--- src/include/ssim_pkg.sv ---
// Constants of the serial controller interrupt mask logic.
// Assumes one peripheral clock and the plain register port of the top module.
package ssim_pkg;

  // ----------------------------------------
  // Bus widths
  // ----------------------------------------
  localparam int unsigned ADDR_W = 8;
  localparam int unsigned DATA_W = 32;
  localparam int unsigned FLAG_W = 12;

  // ----------------------------------------
  // Register offsets
  // ----------------------------------------
  localparam logic [ADDR_W-1:0] OFF_STATUS = 8'h00;
  localparam logic [ADDR_W-1:0] OFF_IER    = 8'h04;
  localparam logic [ADDR_W-1:0] OFF_IDR    = 8'h08;
  localparam logic [ADDR_W-1:0] OFF_MASK   = 8'h0C;
  localparam logic [ADDR_W-1:0] OFF_EVCLR  = 8'h10;

  // ----------------------------------------
  // Flag positions, shared by status and mask; bits 16 and 17 are status only
  // ----------------------------------------
  localparam int unsigned B_TX_FREE  = 0;
  localparam int unsigned B_TX_DRAIN = 1;
  localparam int unsigned B_TX_DONE  = 2;
  localparam int unsigned B_TX_BUFE  = 3;
  localparam int unsigned B_RX_FULL  = 4;
  localparam int unsigned B_OVERRUN  = 5;
  localparam int unsigned B_RX_DONE  = 6;
  localparam int unsigned B_RX_BUFF  = 7;
  localparam int unsigned B_CMP0     = 8;
  localparam int unsigned B_CMP1     = 9;
  localparam int unsigned B_TX_SYNC  = 10;
  localparam int unsigned B_RX_SYNC  = 11;
  localparam int unsigned B_TX_ON    = 16;
  localparam int unsigned B_RX_ON    = 17;

  // ----------------------------------------
  // Reset values
  // ----------------------------------------
  localparam logic [FLAG_W-1:0] MASK_RST    = 12'h000;
  localparam logic              TX_FREE_RST = 1'b1;
  localparam logic [4:0]        EVT_RST     = 5'h00;
  localparam logic [2:0]        CNT_RST     = 3'h0;
  localparam logic [DATA_W-1:0] RDATA_RST   = 32'h0000_0000;

endpackage : ssim_pkg

--- src/include/ssim_mask_if.sv ---
// Carries mask updates from the register decode to the mask store.
// Assumes both ends run on the same clock.
`timescale 1ns/1ns
interface ssim_mask_if;
  import ssim_pkg::*;
  logic [FLAG_W-1:0] set_bits;
  logic [FLAG_W-1:0] clr_bits;
  logic [FLAG_W-1:0] mask;

  modport ctrl  (output set_bits, output clr_bits, input mask);
  modport store (input set_bits, input clr_bits, output mask);
endinterface : ssim_mask_if

--- src/hdl/ssim_sticky.sv ---
// A row of sticky flags: set by hardware, cleared on request.
// Assumes set and clear come from logic on the same clock.
`timescale 1ns/1ns
module ssim_sticky #(
  parameter int unsigned  W   = 1,
  parameter logic [W-1:0] RST = '0
) (
  input  wire logic         clk,
  input  wire logic         rst_n,
  input  wire logic [W-1:0] set,
  input  wire logic [W-1:0] clr,
  output logic      [W-1:0] q
);

  // Set wins, so an event in the clearing cycle is kept
  always_ff @(posedge clk) begin
    if (!rst_n) begin
      q <= RST;
    end else begin
      q <= (q & ~clr) | set;
    end
  end

endmodule : ssim_sticky

--- src/hdl/ssim_mask.sv ---
// Mask store and interrupt line.
// Assumes set and clear bits are one-cycle pulses from the register decode.
`timescale 1ns/1ns
module ssim_mask import ssim_pkg::*; (
  input  wire logic              clk,
  input  wire logic              rst_n,
  ssim_mask_if.store             m,
  input  wire logic [FLAG_W-1:0] flags,
  output logic                   irq
);

  // ----------------------------------------
  // Mask bits
  // ----------------------------------------
  always_ff @(posedge clk) begin
    if (!rst_n) begin
      m.mask <= MASK_RST;
    end else begin
      m.mask <= (m.mask & ~m.clr_bits) | m.set_bits; // RQ5 RQ6
    end
  end

  // ----------------------------------------
  // Interrupt line
  // ----------------------------------------
  // Registered so the output is glitch free; costs one cycle of latency
  always_ff @(posedge clk) begin
    if (!rst_n) begin
      irq <= 1'b0;
    end else begin
      irq <= |(flags & m.mask); // RQ12
    end
  end

endmodule : ssim_mask

--- src/hdl/ssim_top.sv ---
// Interrupt mask logic of a synchronous serial controller.
// Assumes all event and level inputs come from datapath logic on CORE_CLK.
//
// Implementation choices: the strobed register port and the register offsets.
`timescale 1ns/1ns

// Notes on behaviour
// RQ1 - Receive sync flag sets on its event and clears on a status read.
// RQ2 - Status bit shows whether the transmitter is enabled.
// RQ3 - Status bit shows whether the receiver is enabled.
// RQ4 - Set, clear and mask registers share one twelve-bit layout; rest reserved.
// RQ5 - Writing ones to enable-set sets those mask bits only.
// RQ6 - Writing ones to enable-clear clears those mask bits only.
// RQ7 - Mask view register returns the current mask.
// RQ8 - Holding-free flag is low while a written word waits for the shifter.
// RQ9 - Overrun sets when a word loads while the previous one is unread.
// RQ10 - Compare and transmit sync flags are sticky, cleared by status read.
// RQ11 - Transmit count done is high once counter reached zero since rewrite.
// RQ12 - Interrupt is high while any flag and its mask bit are both set.
module ssim_top import ssim_pkg::*; (
  input  wire logic              CORE_CLK,
  input  wire logic              RST_N,
  input  wire logic [ADDR_W-1:0] ADDR,
  input  wire logic [DATA_W-1:0] WDATA,
  input  wire logic              WR,
  input  wire logic              RD,
  output logic      [DATA_W-1:0] RDATA,
  output logic                   IRQ,
  input  wire logic              TX_WORD_WRITTEN,
  input  wire logic              TX_WORD_LOADED,
  input  wire logic              TX_SHIFT_IDLE,
  input  wire logic              TX_COUNT_ZERO,
  input  wire logic              TX_COUNT_WRITE,
  input  wire logic              TX_BUFS_EMPTY,
  input  wire logic              RX_WORD_LOADED,
  input  wire logic              RX_WORD_READ,
  input  wire logic              RX_COUNT_ZERO,
  input  wire logic              RX_COUNT_WRITE,
  input  wire logic              RX_BUFS_FULL,
  input  wire logic              CMP0_HIT,
  input  wire logic              CMP1_HIT,
  input  wire logic              TX_SYNC_HIT,
  input  wire logic              RX_SYNC_HIT,
  input  wire logic              TX_ENABLED,
  input  wire logic              RX_ENABLED
);

  // ----------------------------------------
  // Declarations
  // ----------------------------------------
  logic              status_rd;
  logic              mask_rd;
  logic              ier_wr;
  logic              idr_wr;
  logic              evclr_wr;
  logic              tx_free;
  logic [4:0]        evt_set;
  logic [4:0]        evt_clr;
  logic [4:0]        evt_q;
  logic [2:0]        cnt_set;
  logic [2:0]        cnt_clr;
  logic [2:0]        cnt_q;
  logic [FLAG_W-1:0] flags;
  logic [DATA_W-1:0] status_word;
  logic [DATA_W-1:0] next_rdata;

  ssim_mask_if mif ();

  // ----------------------------------------
  // Address decode
  // ----------------------------------------
  always_comb begin
    status_rd = 1'b0;
    mask_rd   = 1'b0;
    if (RD && ADDR == OFF_STATUS) begin
      status_rd = 1'b1;
    end else if (RD && ADDR == OFF_MASK) begin
      mask_rd = 1'b1;
    end
  end

  always_comb begin
    ier_wr   = 1'b0;
    idr_wr   = 1'b0;
    evclr_wr = 1'b0;
    if (WR && ADDR == OFF_IER) begin
      ier_wr = 1'b1;
    end else if (WR && ADDR == OFF_IDR) begin
      idr_wr = 1'b1;
    end else if (WR && ADDR == OFF_EVCLR) begin
      evclr_wr = 1'b1;
    end
  end

  // ----------------------------------------
  // Transmit holding state
  // ----------------------------------------
  // A write in the same cycle as a load leaves a fresh word waiting
  always_ff @(posedge CORE_CLK) begin
    if (!RST_N) begin
      tx_free <= TX_FREE_RST;
    end else if (TX_WORD_WRITTEN) begin
      tx_free <= 1'b0; // RQ8
    end else if (TX_WORD_LOADED) begin
      tx_free <= 1'b1; // RQ8
    end
  end

  // ----------------------------------------
  // Sticky events
  // ----------------------------------------
  // Order: rx sync, tx sync, cmp1, cmp0, overrun
  assign evt_set = {RX_SYNC_HIT, TX_SYNC_HIT, CMP1_HIT, CMP0_HIT, // RQ1 RQ10
                    RX_WORD_LOADED & cnt_q[2]}; // RQ9
  assign evt_clr = {5{status_rd}}
                 | ({5{evclr_wr}} & {WDATA[B_RX_SYNC], WDATA[B_TX_SYNC],
                                     WDATA[B_CMP1], WDATA[B_CMP0], WDATA[B_OVERRUN]});

  ssim_sticky #(
    .W   (5),
    .RST (EVT_RST)
  ) u_evt (
    .clk   (CORE_CLK),
    .rst_n (RST_N),
    .set   (evt_set),
    .clr   (evt_clr),
    .q     (evt_q)
  );

  // ----------------------------------------
  // Counter and receive holding flags
  // ----------------------------------------
  // Order: rx holding full, rx count done, tx count done
  assign cnt_set = {RX_WORD_LOADED, RX_COUNT_ZERO, TX_COUNT_ZERO}; // RQ11
  assign cnt_clr = {RX_WORD_READ, RX_COUNT_WRITE, TX_COUNT_WRITE}; // RQ11

  ssim_sticky #(
    .W   (3),
    .RST (CNT_RST)
  ) u_cnt (
    .clk   (CORE_CLK),
    .rst_n (RST_N),
    .set   (cnt_set),
    .clr   (cnt_clr),
    .q     (cnt_q)
  );

  // ----------------------------------------
  // Status word
  // ----------------------------------------
  always_comb begin
    flags             = '0;
    flags[B_TX_FREE]  = tx_free; // RQ8
    flags[B_TX_DRAIN] = tx_free & TX_SHIFT_IDLE;
    flags[B_TX_DONE]  = cnt_q[0]; // RQ11
    flags[B_TX_BUFE]  = TX_BUFS_EMPTY;
    flags[B_RX_FULL]  = cnt_q[2];
    flags[B_OVERRUN]  = evt_q[0]; // RQ9
    flags[B_RX_DONE]  = cnt_q[1];
    flags[B_RX_BUFF]  = RX_BUFS_FULL;
    flags[B_CMP0]     = evt_q[1]; // RQ10
    flags[B_CMP1]     = evt_q[2]; // RQ10
    flags[B_TX_SYNC]  = evt_q[3]; // RQ10
    flags[B_RX_SYNC]  = evt_q[4]; // RQ1
  end

  always_comb begin
    status_word             = '0;
    status_word[FLAG_W-1:0] = flags; // RQ4
    status_word[B_TX_ON]    = TX_ENABLED; // RQ2
    status_word[B_RX_ON]    = RX_ENABLED; // RQ3
  end

  // ----------------------------------------
  // Mask control
  // ----------------------------------------
  // Bits 12 and up of a write are reserved and dropped
  assign mif.set_bits = ier_wr ? WDATA[FLAG_W-1:0] : '0; // RQ5
  assign mif.clr_bits = idr_wr ? WDATA[FLAG_W-1:0] : '0; // RQ6

  ssim_mask u_mask (
    .clk   (CORE_CLK),
    .rst_n (RST_N),
    .m     (mif),
    .flags (flags),
    .irq   (IRQ)
  );

  // ----------------------------------------
  // Read data
  // ----------------------------------------
  // Write-only and unmapped offsets read as zero
  always_comb begin
    next_rdata = '0;
    if (status_rd) begin
      next_rdata = status_word;
    end else if (mask_rd) begin
      next_rdata = {{(DATA_W-FLAG_W){1'b0}}, mif.mask}; // RQ7
    end
  end

  always_ff @(posedge CORE_CLK) begin
    if (!RST_N) begin
      RDATA <= RDATA_RST;
    end else begin
      RDATA <= next_rdata;
    end
  end
endmodule : ssim_top

--- config.mk ---
export PLATFORM = sky130hd
export DESIGN_NAME = ssim_top
export DESIGN_NICKNAME = d
export VERILOG_FILES = /design/src/include/ssim_pkg.sv /design/src/include/ssim_mask_if.sv /design/src/hdl/ssim_sticky.sv /design/src/hdl/ssim_mask.sv /design/src/hdl/ssim_top.sv
export SDC_FILE = /design/constraint.sdc
export NUM_CORES = 1
export LEC_CHECK = 0
export BUFFER_PORTS_ARGS = -buffer_cell sky130_fd_sc_hd__buf_2
export CAP_MARGIN = 20
export CORE_MARGIN = 3
export CORE_UTILIZATION = 32
export CTS_CLUSTER_SIZE = 12
export DETAILED_ROUTE_END_ITERATION = 8
export RECOVER_POWER = 50
export SKIP_LAST_GASP = 1
export SLEW_MARGIN = 30
export SYNTH_ARGS = -nofsm -noshare
export SYNTH_HDL_FRONTEND = slang
export SYNTH_HIERARCHICAL = 1
export SYNTH_SLANG_ARGS = --single-unit
--- constraint.sdc ---
create_clock -name CORE_CLK -period 3 [get_ports CORE_CLK]
set_input_delay 0.15 -clock CORE_CLK [delete_from_list [all_inputs] [get_ports CORE_CLK]]
set_output_delay 0.15 -clock CORE_CLK [all_outputs]
set_load 0.005 [all_outputs]
==> run_results.csv, run 1 <==
group,metric,value,unit
sta,rsz0062_at_grt,"false",
cts,cts_tree,"done",
sta,min_period,1487,ps
synthesis,syn_area,1794,sq um
hold_path,hp-class,"input pin to register",
sta,hold_ws,46.38,ps
sta,fmax,672.6,MHz
cts,cts_setup_buffers,0,
hold_path,hold_depth,2,
routing,drt_iter0_markers,26,
setup_path,max_stage_delay,540,ps
setup_path,reg2reg_depth,4,
placed_design,portBuffers,55,
run,maxCapViolations,0,
routing,vias,1487,
cts,numClockSinks,36,
synthesis,netlist_top_cells_area,"dfxtp_1 (40%), buf_4 (7.5%), nor2b_4 (6.1%)",
layout,nFillCells,586,
floorplan,io_pins,94,
cts,cts_buffer_depth,2,
cts,cts_root_buf,"clkbuf_8",
sta,hold_viol_final,0,
pwr,peakVddDrop,0.1703,mV
synthesis,ys_seq_area_frac,0.4017,
routing,wl_per_cell,12.70,um
run_status,outcome,"finished, final reports clean",
routing,detail-route-antenna-nets,0,
pwr,p_per_area,459.1,nW/um^2
setup_path,slowest_stage,"nor4b_4",
sta,clock_skew,5.887,ps
synthesis,yosysUniqueCellTypes,31,
setup_path,worstPathRequired,3230,ps
global_routing,first_global_vias,1403,
routing,routed_wl,4153,um
global_routing,grt_use_total,0.1346,
synthesis,avgSynthCellArea,9.062,sq um
global_routing,grt_max_degree,14,
synthesis,ys_warn_count,6,
routing,viasPerCell,4.547,
routing,drc,0,
global_routing,antenna_found_initial,0,
cts,clk_latency,290,ps
setup_path,cp-end-kind,"register",
cts,path_clk_slew,70,ps
routing,first_pass_iters,4,
cts,cts_buffers,5,
pwr,p_leak,0.9012,nW
floorplan,die_x,80.88,um
setup_path,startpoint_type,"input pin",
layout,n_antenna_cell,0,
setup_path,reg2reg_slack,1840,ps
setup_path,cp_cell_sequence,"buf_2 > or4b_4 > nor4b_4 > and2_1 > a21oi_1 > nor2_1",
sta,max-slew-margin-rel,0.5723,
layout,nNetsFinal,317,
floorplan,design.die.area,6542,sq um
global_routing,grt_pass1_wl,6644,um
sta,drv_slew,0,
sta,worst_pin_slew,641.5,ps
layout,layout-drive-gt1-share,0.3191,
cts,htree_levels,2,
sta,finalSetupViolCount,0,
synthesis,ys_ff_latch,36,
floorplan,coreArea,5270,sq um
synthesis,yosysTopAreaCell,"dfxtp_1",
global_routing,grt-ovfl-total,0,
setup_path,critPathArrivalTime,1720,ps
cts,ctsResizeCount,0,
cts,hold_buffers,0,
setup_path,worst-setup-path-type,"input pin to register",
synthesis,synth.top_cell.area_share,0.4017,
placed_design,gp_congestion,0.7329,
synthesis,syn_inst,198,
setup_path,cp_max_fo,12,
layout,syn_to_final_growth,20.01,%
floorplan,initial_core_util,0.3405,
placed_design,dpl.hpwl,3119,um
sta,finalCritPeriodShare,0.4956,
floorplan,row_count,26,
floorplan,die_h,80.88,um
sta,tns,0,ps
## cells in the final DEF, fill, tap and decap left out, drive strengths merged
| master | count |
|---|---|
| a22oi | 12 |
| nor4b | 1 |
| o21ai | 1 |
| dfxtp | 36 |
| conb | 18 |
| o21a | 8 |
| bufinv | 1 |
| a221oi | 3 |
| a31oi | 1 |
| inv | 14 |
| and4 | 2 |
| nand2b | 1 |
| nand3 | 6 |
| buf | 50 |
| nor4 | 2 |
| nor2b | 9 |
| and2 | 27 |
| a21oi | 17 |
| nor4bb | 1 |
| or3 | 1 |
| nand2 | 1 |
| nor3 | 1 |
| clkinv | 1 |
| a22o | 3 |
| nor2 | 25 |
| or4b | 1 |
| clkbuf | 14 |
## area by class of cell
type / count / area [sq um] / share of cell area
Sequential cell: 36 / 720.7 / 0.3347
Tap cell: 70 / 87.58 / 0.04067
Clock inverter: 2 / 35.03 / 0.01627
Inverter: 14 / 52.55 / 0.02440
Timing Repair Buffer: 58 / 285.3 / 0.1325
Multi-Input combinational cell: 141 / 899.6 / 0.4178
Clock buffer: 6 / 72.57 / 0.03370
## synthesized netlist by cell type (all sizes together)
cell and count:
dfxtp 36, and2 27, nor2 25, buf 21, a21oi 17, inv 14, a22oi 12, nor2b 9
o21a 8, nand3 6, a221oi 3, a22o 3, clkbuf 3, and4 2, nor4 2, a31oi 1
conb 1, nand2 1, nand2b 1, nor3 1, nor4b 1, nor4bb 1, o21ai 1, or3 1
or4b 1
## flip-flops by register name, indices dropped and copies added, names as in the netlist
register,count
u_mask/m.mask,12
u_cnt/q,3
RDATA,14
u_mask/irq,1
tx_free,1
u_evt/q,5
## where the power goes
| group | switching (W) | internal [W] | total, W |
|---|---|---|---|
| Sequential | 0.00000750 | 0.000486 | 0.000494 |
| Clock | 0.000170 | 0.000246 | 0.000416 |
| Combinational | 0.0000403 | 0.0000385 | 0.0000788 |
| Total | 0.000217 | 0.000771 | 0.000989 |
## cell families after synthesis
family                 after synthesis  synth area share
AND/OR/NAND/NOR                     78            0.2957
flip-flops                          36            0.4017
AO/OA/AOI/OAI                       45            0.1771
other                                1          0.002090
buffers and inverters               38            0.1234
## metrics by stage
stage | power [W] | worst slack [ps] | instances | utilization | cell area (sq um)
after floorplan | 0.0005584 | 1435 | 215 | - | 1858
after global placement | 0.0005863 | 1220 | 319 | 0.3960 | 2087
after detailed placement | 0.0005881 | 1196 | 319 | 0.3960 | 2087
after CTS | 0.001009 | 1507 | 327 | 0.4164 | 2195
after global routing | 0.001029 | 1402 | 327 | 0.4086 | 2153
final | 0.0009886 | 1513 | 327 | 0.4086 | 2153
## per-layer routing
metal,vias up,track usage,share of wire
li1,747,-,-
met2,53,0.2266,0.46
met4,0,0.05068,0.016
met1,681,0.1583,0.44
met5,-,0,0
met3,6,0.04435,0.074
## critical path, delay by kind of cell
kind / cells / cell delay [ps]
buffers and inverters: 1 / 160
and+or+nand+nor: 4 / 1350
AOI/OAI and AO/OA: 1 / 40
## path summary, 6_finish.rpt
check / endpoint / from
setup / recovery: u_mask/m.mask[6] / ADDR[4]
hold / removal: tx_free / TX_WORD_WRITTEN
setup reg to reg: u_mask/irq / tx_free
hold reg to reg: u_mask/m.mask[9] / u_mask/m.mask[9]
No activity file was read; power rests on OpenSTA's default activity.
==> inputs of run 2 (changes only) <==
clock period = 1.41 ns   (was 3 ns; I/O delays follow)
==> run_results.csv, run 2 (synthesis results as in run 1) <==
group,metric,value,unit
routing,met3WireLength,280,um
setup_path,cp_cell_sequence,"buf_2 > or4b_4 > nor4_4 > buf_4 > and2_2 > inv_1 > a21oi_1 > nor2_1",
setup_path,critPathArrivalTime,1490,ps
routing,wl_met1,2043,um
floorplan,coreArea,5270,sq um
run_status,outcome,"finished, final reports clean",
sta,min_period,1322,ps
global_routing,grt_pass1_wl,7189,um
global_routing,first_global_vias,1476,
floorplan,initial_core_util,0.3405,
sta,hold_viol_final,0,
global_routing,grt_max_degree,14,
placed_design,placedInstanceArea,2213,sq um
hold_path,hp-class,"input pin to register",
cts,numClockSinks,36,
global_routing,antenna_found_initial,0,
run,maxCapViolations,0,
routing,vias,1577,
sta,rsz0062_at_grt,"false",
layout,final_area,2370,sq um
cts,path_clk_slew,80,ps
layout,utilization,0.4497,
routing,first_pass_iters,4,
cts,cts_root_buf,"clkbuf_8",
routing,drt_iter0_markers,59,
cts,ctsResizeCount,0,
cts,cts_buffers,5,
sta,fmax,756.5,MHz
setup_path,worst-setup-path-type,"input pin to register",
routing,routed_wl,4655,um
setup_path,startpoint_type,"input pin",
layout,largestRegisters,"RDATA (14), u_mask/m.mask (12), u_evt/q (5)",
sta,drv_slew,0,
setup_path,cp_max_fo,6,
cts,htree_levels,2,
sta,clock_skew,8.188,ps
placed_design,portBuffers,55,
routing,detail-route-antenna-nets,0,
layout,final_common_cell,"buf_2",
setup_path,max_stage_delay,570,ps
cts,clk_latency,290,ps
layout,syn_to_final_growth,32.08,%
setup_path,slowest_stage,"or4b_4",
global_routing,grt_use_total,0.1483,
global_routing,grt-ovfl-total,0,
floorplan,design.die.area,6542,sq um
placed_design,dpl.hpwl,3544,um
routing,dr.max_layer_used,"met4",
setup_path,cp-end-kind,"register",
layout,layout-drive-gt1-share,0.3877,
pwr,p_per_area,913.3,nW/um^2
cts,cts_buffer_depth,2,
routing,drc,0,
layout,top_register,"RDATA",
pwr,peakVddDrop,0.4645,mV
sta,tns,0,ps
sta,finalCritPeriodShare,0.9375,
cts,cts_tree,"done",
floorplan,die_h,80.88,um
placed_design,gp_congestion,0.7790,
floorplan,io_pins,94,
routing,wl_per_cell,13.45,um
floorplan,row_count,26,
layout,nNetsFinal,336,
layout,mostFrequentLayoutCells,"buf_2 (46), dfxtp_1 (36), nor2_1 (25)",
pwr,p_leak,0.9967,nW
layout,n_antenna_cell,0,
floorplan,die_x,80.88,um
sta,finalSetupViolCount,0,
layout,largest_reg_flops,14,
setup_path,worstPathRequired,1570,ps
routing,viasPerCell,4.558,
routing,dr_wl_met2,2287,um
run 2: cell count changes in the layout (fill, tap and decap cells not counted), sizes merged:
cell,delta
dlygate4sd3,+8
buf,+10
clkinvlp,+1
run 2: final cells by class:
type | count | area, sq um
clock buffers | 5 | 68.82
well taps | 70 | 87.58
fillers | 550 | 2900
multi-input cells | 141 | 948.4
flip-flops and latches | 36 | 720.7
inverters | 14 | 52.55
repair buffers | 77 | 449.2
clock inverters | 3 | 42.54
run 2: layer usage:
layer,global-route usage,vias up
met4,0.04054,0
met1,0.1809,738
met3,0.05322,4
li1,-,790
met5,0,-
met2,0.2463,45
run 2: through the flow:
step / instances / hold slack, ps / power (W) / setup WS, ps
6_report: 346 / 38.60 / 0.002164 / 88.07
5_1_grt: 346 / 36.02 / 0.002264 / 4.857
4_1_cts: 346 / 35.97 / 0.002198 / 128.6
3_5_place_dp: 330 / 278.6 / 0.001277 / -182.8
3_3_place_gp: 330 / 274.0 / 0.001274 / -150.4
2_1_floorplan: 215 / 146.7 / 0.001191 / -4.537
run 2: what timing repair did:
item / CTS / global route
hold buffers: 8 / 0
hold endpoints to repair: 8 / 0
buffers inserted: 0 / 0
run 2: final timing paths:
kind / to / startpoint / slack, ps / depth (start not counted)
max: u_mask/m.mask[5] / ADDR[4] / 90 / 8
min: tx_free / TX_WORD_LOADED / 40 / 3
max reg2reg: u_mask/irq / tx_free / 180 / 4
min reg2reg: u_mask/m.mask[1] / u_mask/m.mask[1] / 540 / 2
run 2: power by group:
part	internal [W]	total [W]	switching (W)
clock network	0.000523	0.000903	0.000380
logic	0.000111	0.000211	0.0000996
registers	0.00103	0.00105	0.0000165
run 2: worst max-delay path, delay by kind of cell:
family | cells | cell delay (ps)
AND/OR/NAND/NOR | 4 | 930
AO/OA/AOI/OAI | 1 | 160
buffers and inverters | 3 | 320
==> inputs of run 3 (changes only) <==
CTS_BUF_LIST = sky130_fd_sc_hd__clkbuf_4   (was unset)
==> run_results.csv, run 3 (synthesis results as in run 1) <==
group,metric,value,unit
layout,final_area,2381,sq um
routing,drc,0,
run_status,outcome,"finished, final reports clean",
setup_path,cp_cell_sequence,"clkbuf_1 > clkbuf_1 > nor4_2 > clkbuf_1 > and2_1 > and4_1",
pwr,clockPowerShare,0.366,
setup_path,crit_end,"RDATA[17]",
setup_path,reg2reg_to,"u_mask/irq",
pwr,peakVddDrop,0.4112,mV
routing,detail-route-antenna-nets,0,
setup_path,reg2reg_slack,190,ps
placed_design,pre_cts_ws,-182.8,ps
cts,htree_levels,2,
cts,cts_root_buf,"clkbuf_4",
run,maxCapViolations,0,
global_routing,first_global_vias,1499,
layout,nNetsFinal,340,
routing,drt_iter0_markers,70,
setup_path,reg2reg_depth,4,
setup_path,slowest_stage,"clkbuf_1",
cts,numClockSinks,36,
sta,max-slew-margin-rel,0.5406,
setup_path,worst-setup-path-type,"input pin to register",
placed_design,gp_congestion,0.7790,
pwr,switching_share,0.2411,
setup_path,max_stage_delay,570,ps
placed_design,placedInstanceArea,2213,sq um
placed_design,portBuffers,55,
cts,ctsResizeCount,0,
layout,layout-drive-gt1-share,0.3893,
layout,largestRegisters,"RDATA (14), u_mask/m.mask (12), u_evt/q (5)",
layout,layout.cells.non_filler,350,
pwr,p_per_area,842.3,nW/um^2
layout,n_antenna_cell,0,
sta,worst_pin_slew,689.1,ps
floorplan,initial_core_util,0.3405,
global_routing,grt_pass1_wl,7265,um
sta,finalSetupViolCount,0,
routing,viasPerCell,4.597,
sta,hold_viol_final,0,
setup_path,startpoint_type,"input pin",
sta,fin_ws,87.41,ps
pwr,p_leak,1.005,nW
hold_path,hp-class,"input pin to register",
sta,tns,0,ps
global_routing,grt_use_total,0.1476,
layout,top_register,"RDATA",
pwr,p_int,0.001522,W
cts,cts_buffer_depth,2,
floorplan,die_h,80.88,um
setup_path,worstPathRequired,1700,ps
sta,drv_slew,0,
cts,path_clk_slew,110,ps
setup_path,cp_max_fo,13,
layout,mostFrequentLayoutCells,"buf_2 (49), dfxtp_1 (36), nor2_1 (25)",
sta,min_period,1323,ps
pwr,seqPwrFrac,0.524,
placed_design,placed_cells,330,
setup_path,cp-end-kind,"register",
routing,wl_per_cell,13.41,um
floorplan,coreArea,5270,sq um
pwr,combPwrFrac,0.110,
floorplan,row_count,26,
routing,first_pass_iters,4,
routing,vias,1609,
setup_path,r2r-start,"tx_free",
layout,largest_reg_flops,14,
sta,fmax,756.1,MHz
global_routing,grt-ovfl-total,0,
setup_path,startpoint,"ADDR[1]",
layout,nFillCells,551,
layout,final_common_cell,"buf_2",
placed_design,dpl.hpwl,3544,um
cts,cts_tree,"done",
sta,finalCritPeriodShare,0.9380,
routing,routed_wl,4692,um
cts,clk_latency,350,ps
pwr,power.net_switching,0.0004836,W
floorplan,die_x,80.88,um
global_routing,grt_max_degree,14,
sta,rsz0062_at_grt,"false",
cts,cts_buffers,5,
sta,clock_skew,10.10,ps
floorplan,design.die.area,6542,sq um
setup_path,crit_path_frequent_cell,"clkbuf_1",
global_routing,antenna_found_initial,0,
floorplan,io_pins,94,
layout,syn_to_final_growth,32.71,%
setup_path,critPathArrivalTime,1620,ps
run 3: metal layers:
layer | routed length, um | vias up | track usage
met5 | 0 | - | 0
met1 | 2036 | 755 | 0.1801
met3 | 301 | 7 | 0.03659
met2 | 2287 | 51 | 0.2545
met4 | 67 | 0 | 0.04561
li1 | - | 796 | -
run 3: layout make-up:
class / count / area (sq um) / share of cell area
Clock buffer: 5 / 37.54 / 0.01576
Clock inverter: 3 / 42.54 / 0.01787
Inverter: 14 / 52.55 / 0.02207
Multi-Input combinational cell: 141 / 954.7 / 0.4009
Sequential cell: 36 / 720.7 / 0.3027
Tap cell: 70 / 87.58 / 0.03678
Timing Repair Buffer: 81 / 485.5 / 0.2039
run 3: power groups by stage:
stage | Sequential [W] | Combinational, W | Clock (W)
6_report | 0.00105 | 0.000220 | 0.000734
5_1_grt | 0.00105 | 0.000241 | 0.000791
4_1_cts | 0.00105 | 0.000228 | 0.000747
3_5_place_dp | 0.00108 | 0.000201 | 0
3_3_place_gp | 0.00108 | 0.000199 | 0
2_1_floorplan | 0.00107 | 0.000121 | 0
run 3: how the worst min path moves through the flow:
stage | from | end | slack, ps | cells after the start
after floorplan | RST_N | tx_free | 150 | 1
after global placement | TX_WORD_WRITTEN | tx_free | 270 | 2
after detailed placement | TX_WORD_WRITTEN | tx_free | 280 | 2
after CTS | RX_BUFS_FULL | RDATA[7] | 6 | 3
after global routing | RX_COUNT_WRITE | u_cnt/q[1] | 9 | 3
final | RX_BUFS_FULL | RDATA[7] | 10 | 3
run 3: critical path, delay by kind of cell:
kind,cells,cell delay [ps]
buffers and inverters,3,800
AND/OR/NAND/NOR,3,750
run 3: stage by stage:
| stage | total power, W | hold WS (ps) | util |
|---|---|---|---|
| after floorplan | 0.001191 | 146.7 | - |
| after global placement | 0.001274 | 274.0 | 0.4200 |
| after detailed placement | 0.001277 | 278.6 | 0.4200 |
| after CTS | 0.002028 | 5.935 | 0.4580 |
| after global routing | 0.002087 | 8.652 | 0.4518 |
| final | 0.002006 | 13.31 | 0.4518 |
run 3: repair_timing:
action / 4_1_cts / 5_1_grt
endpoints found under the hold margin: 11 / 0
buffers inserted: 0 / 0
hold buffers: 12 / 0
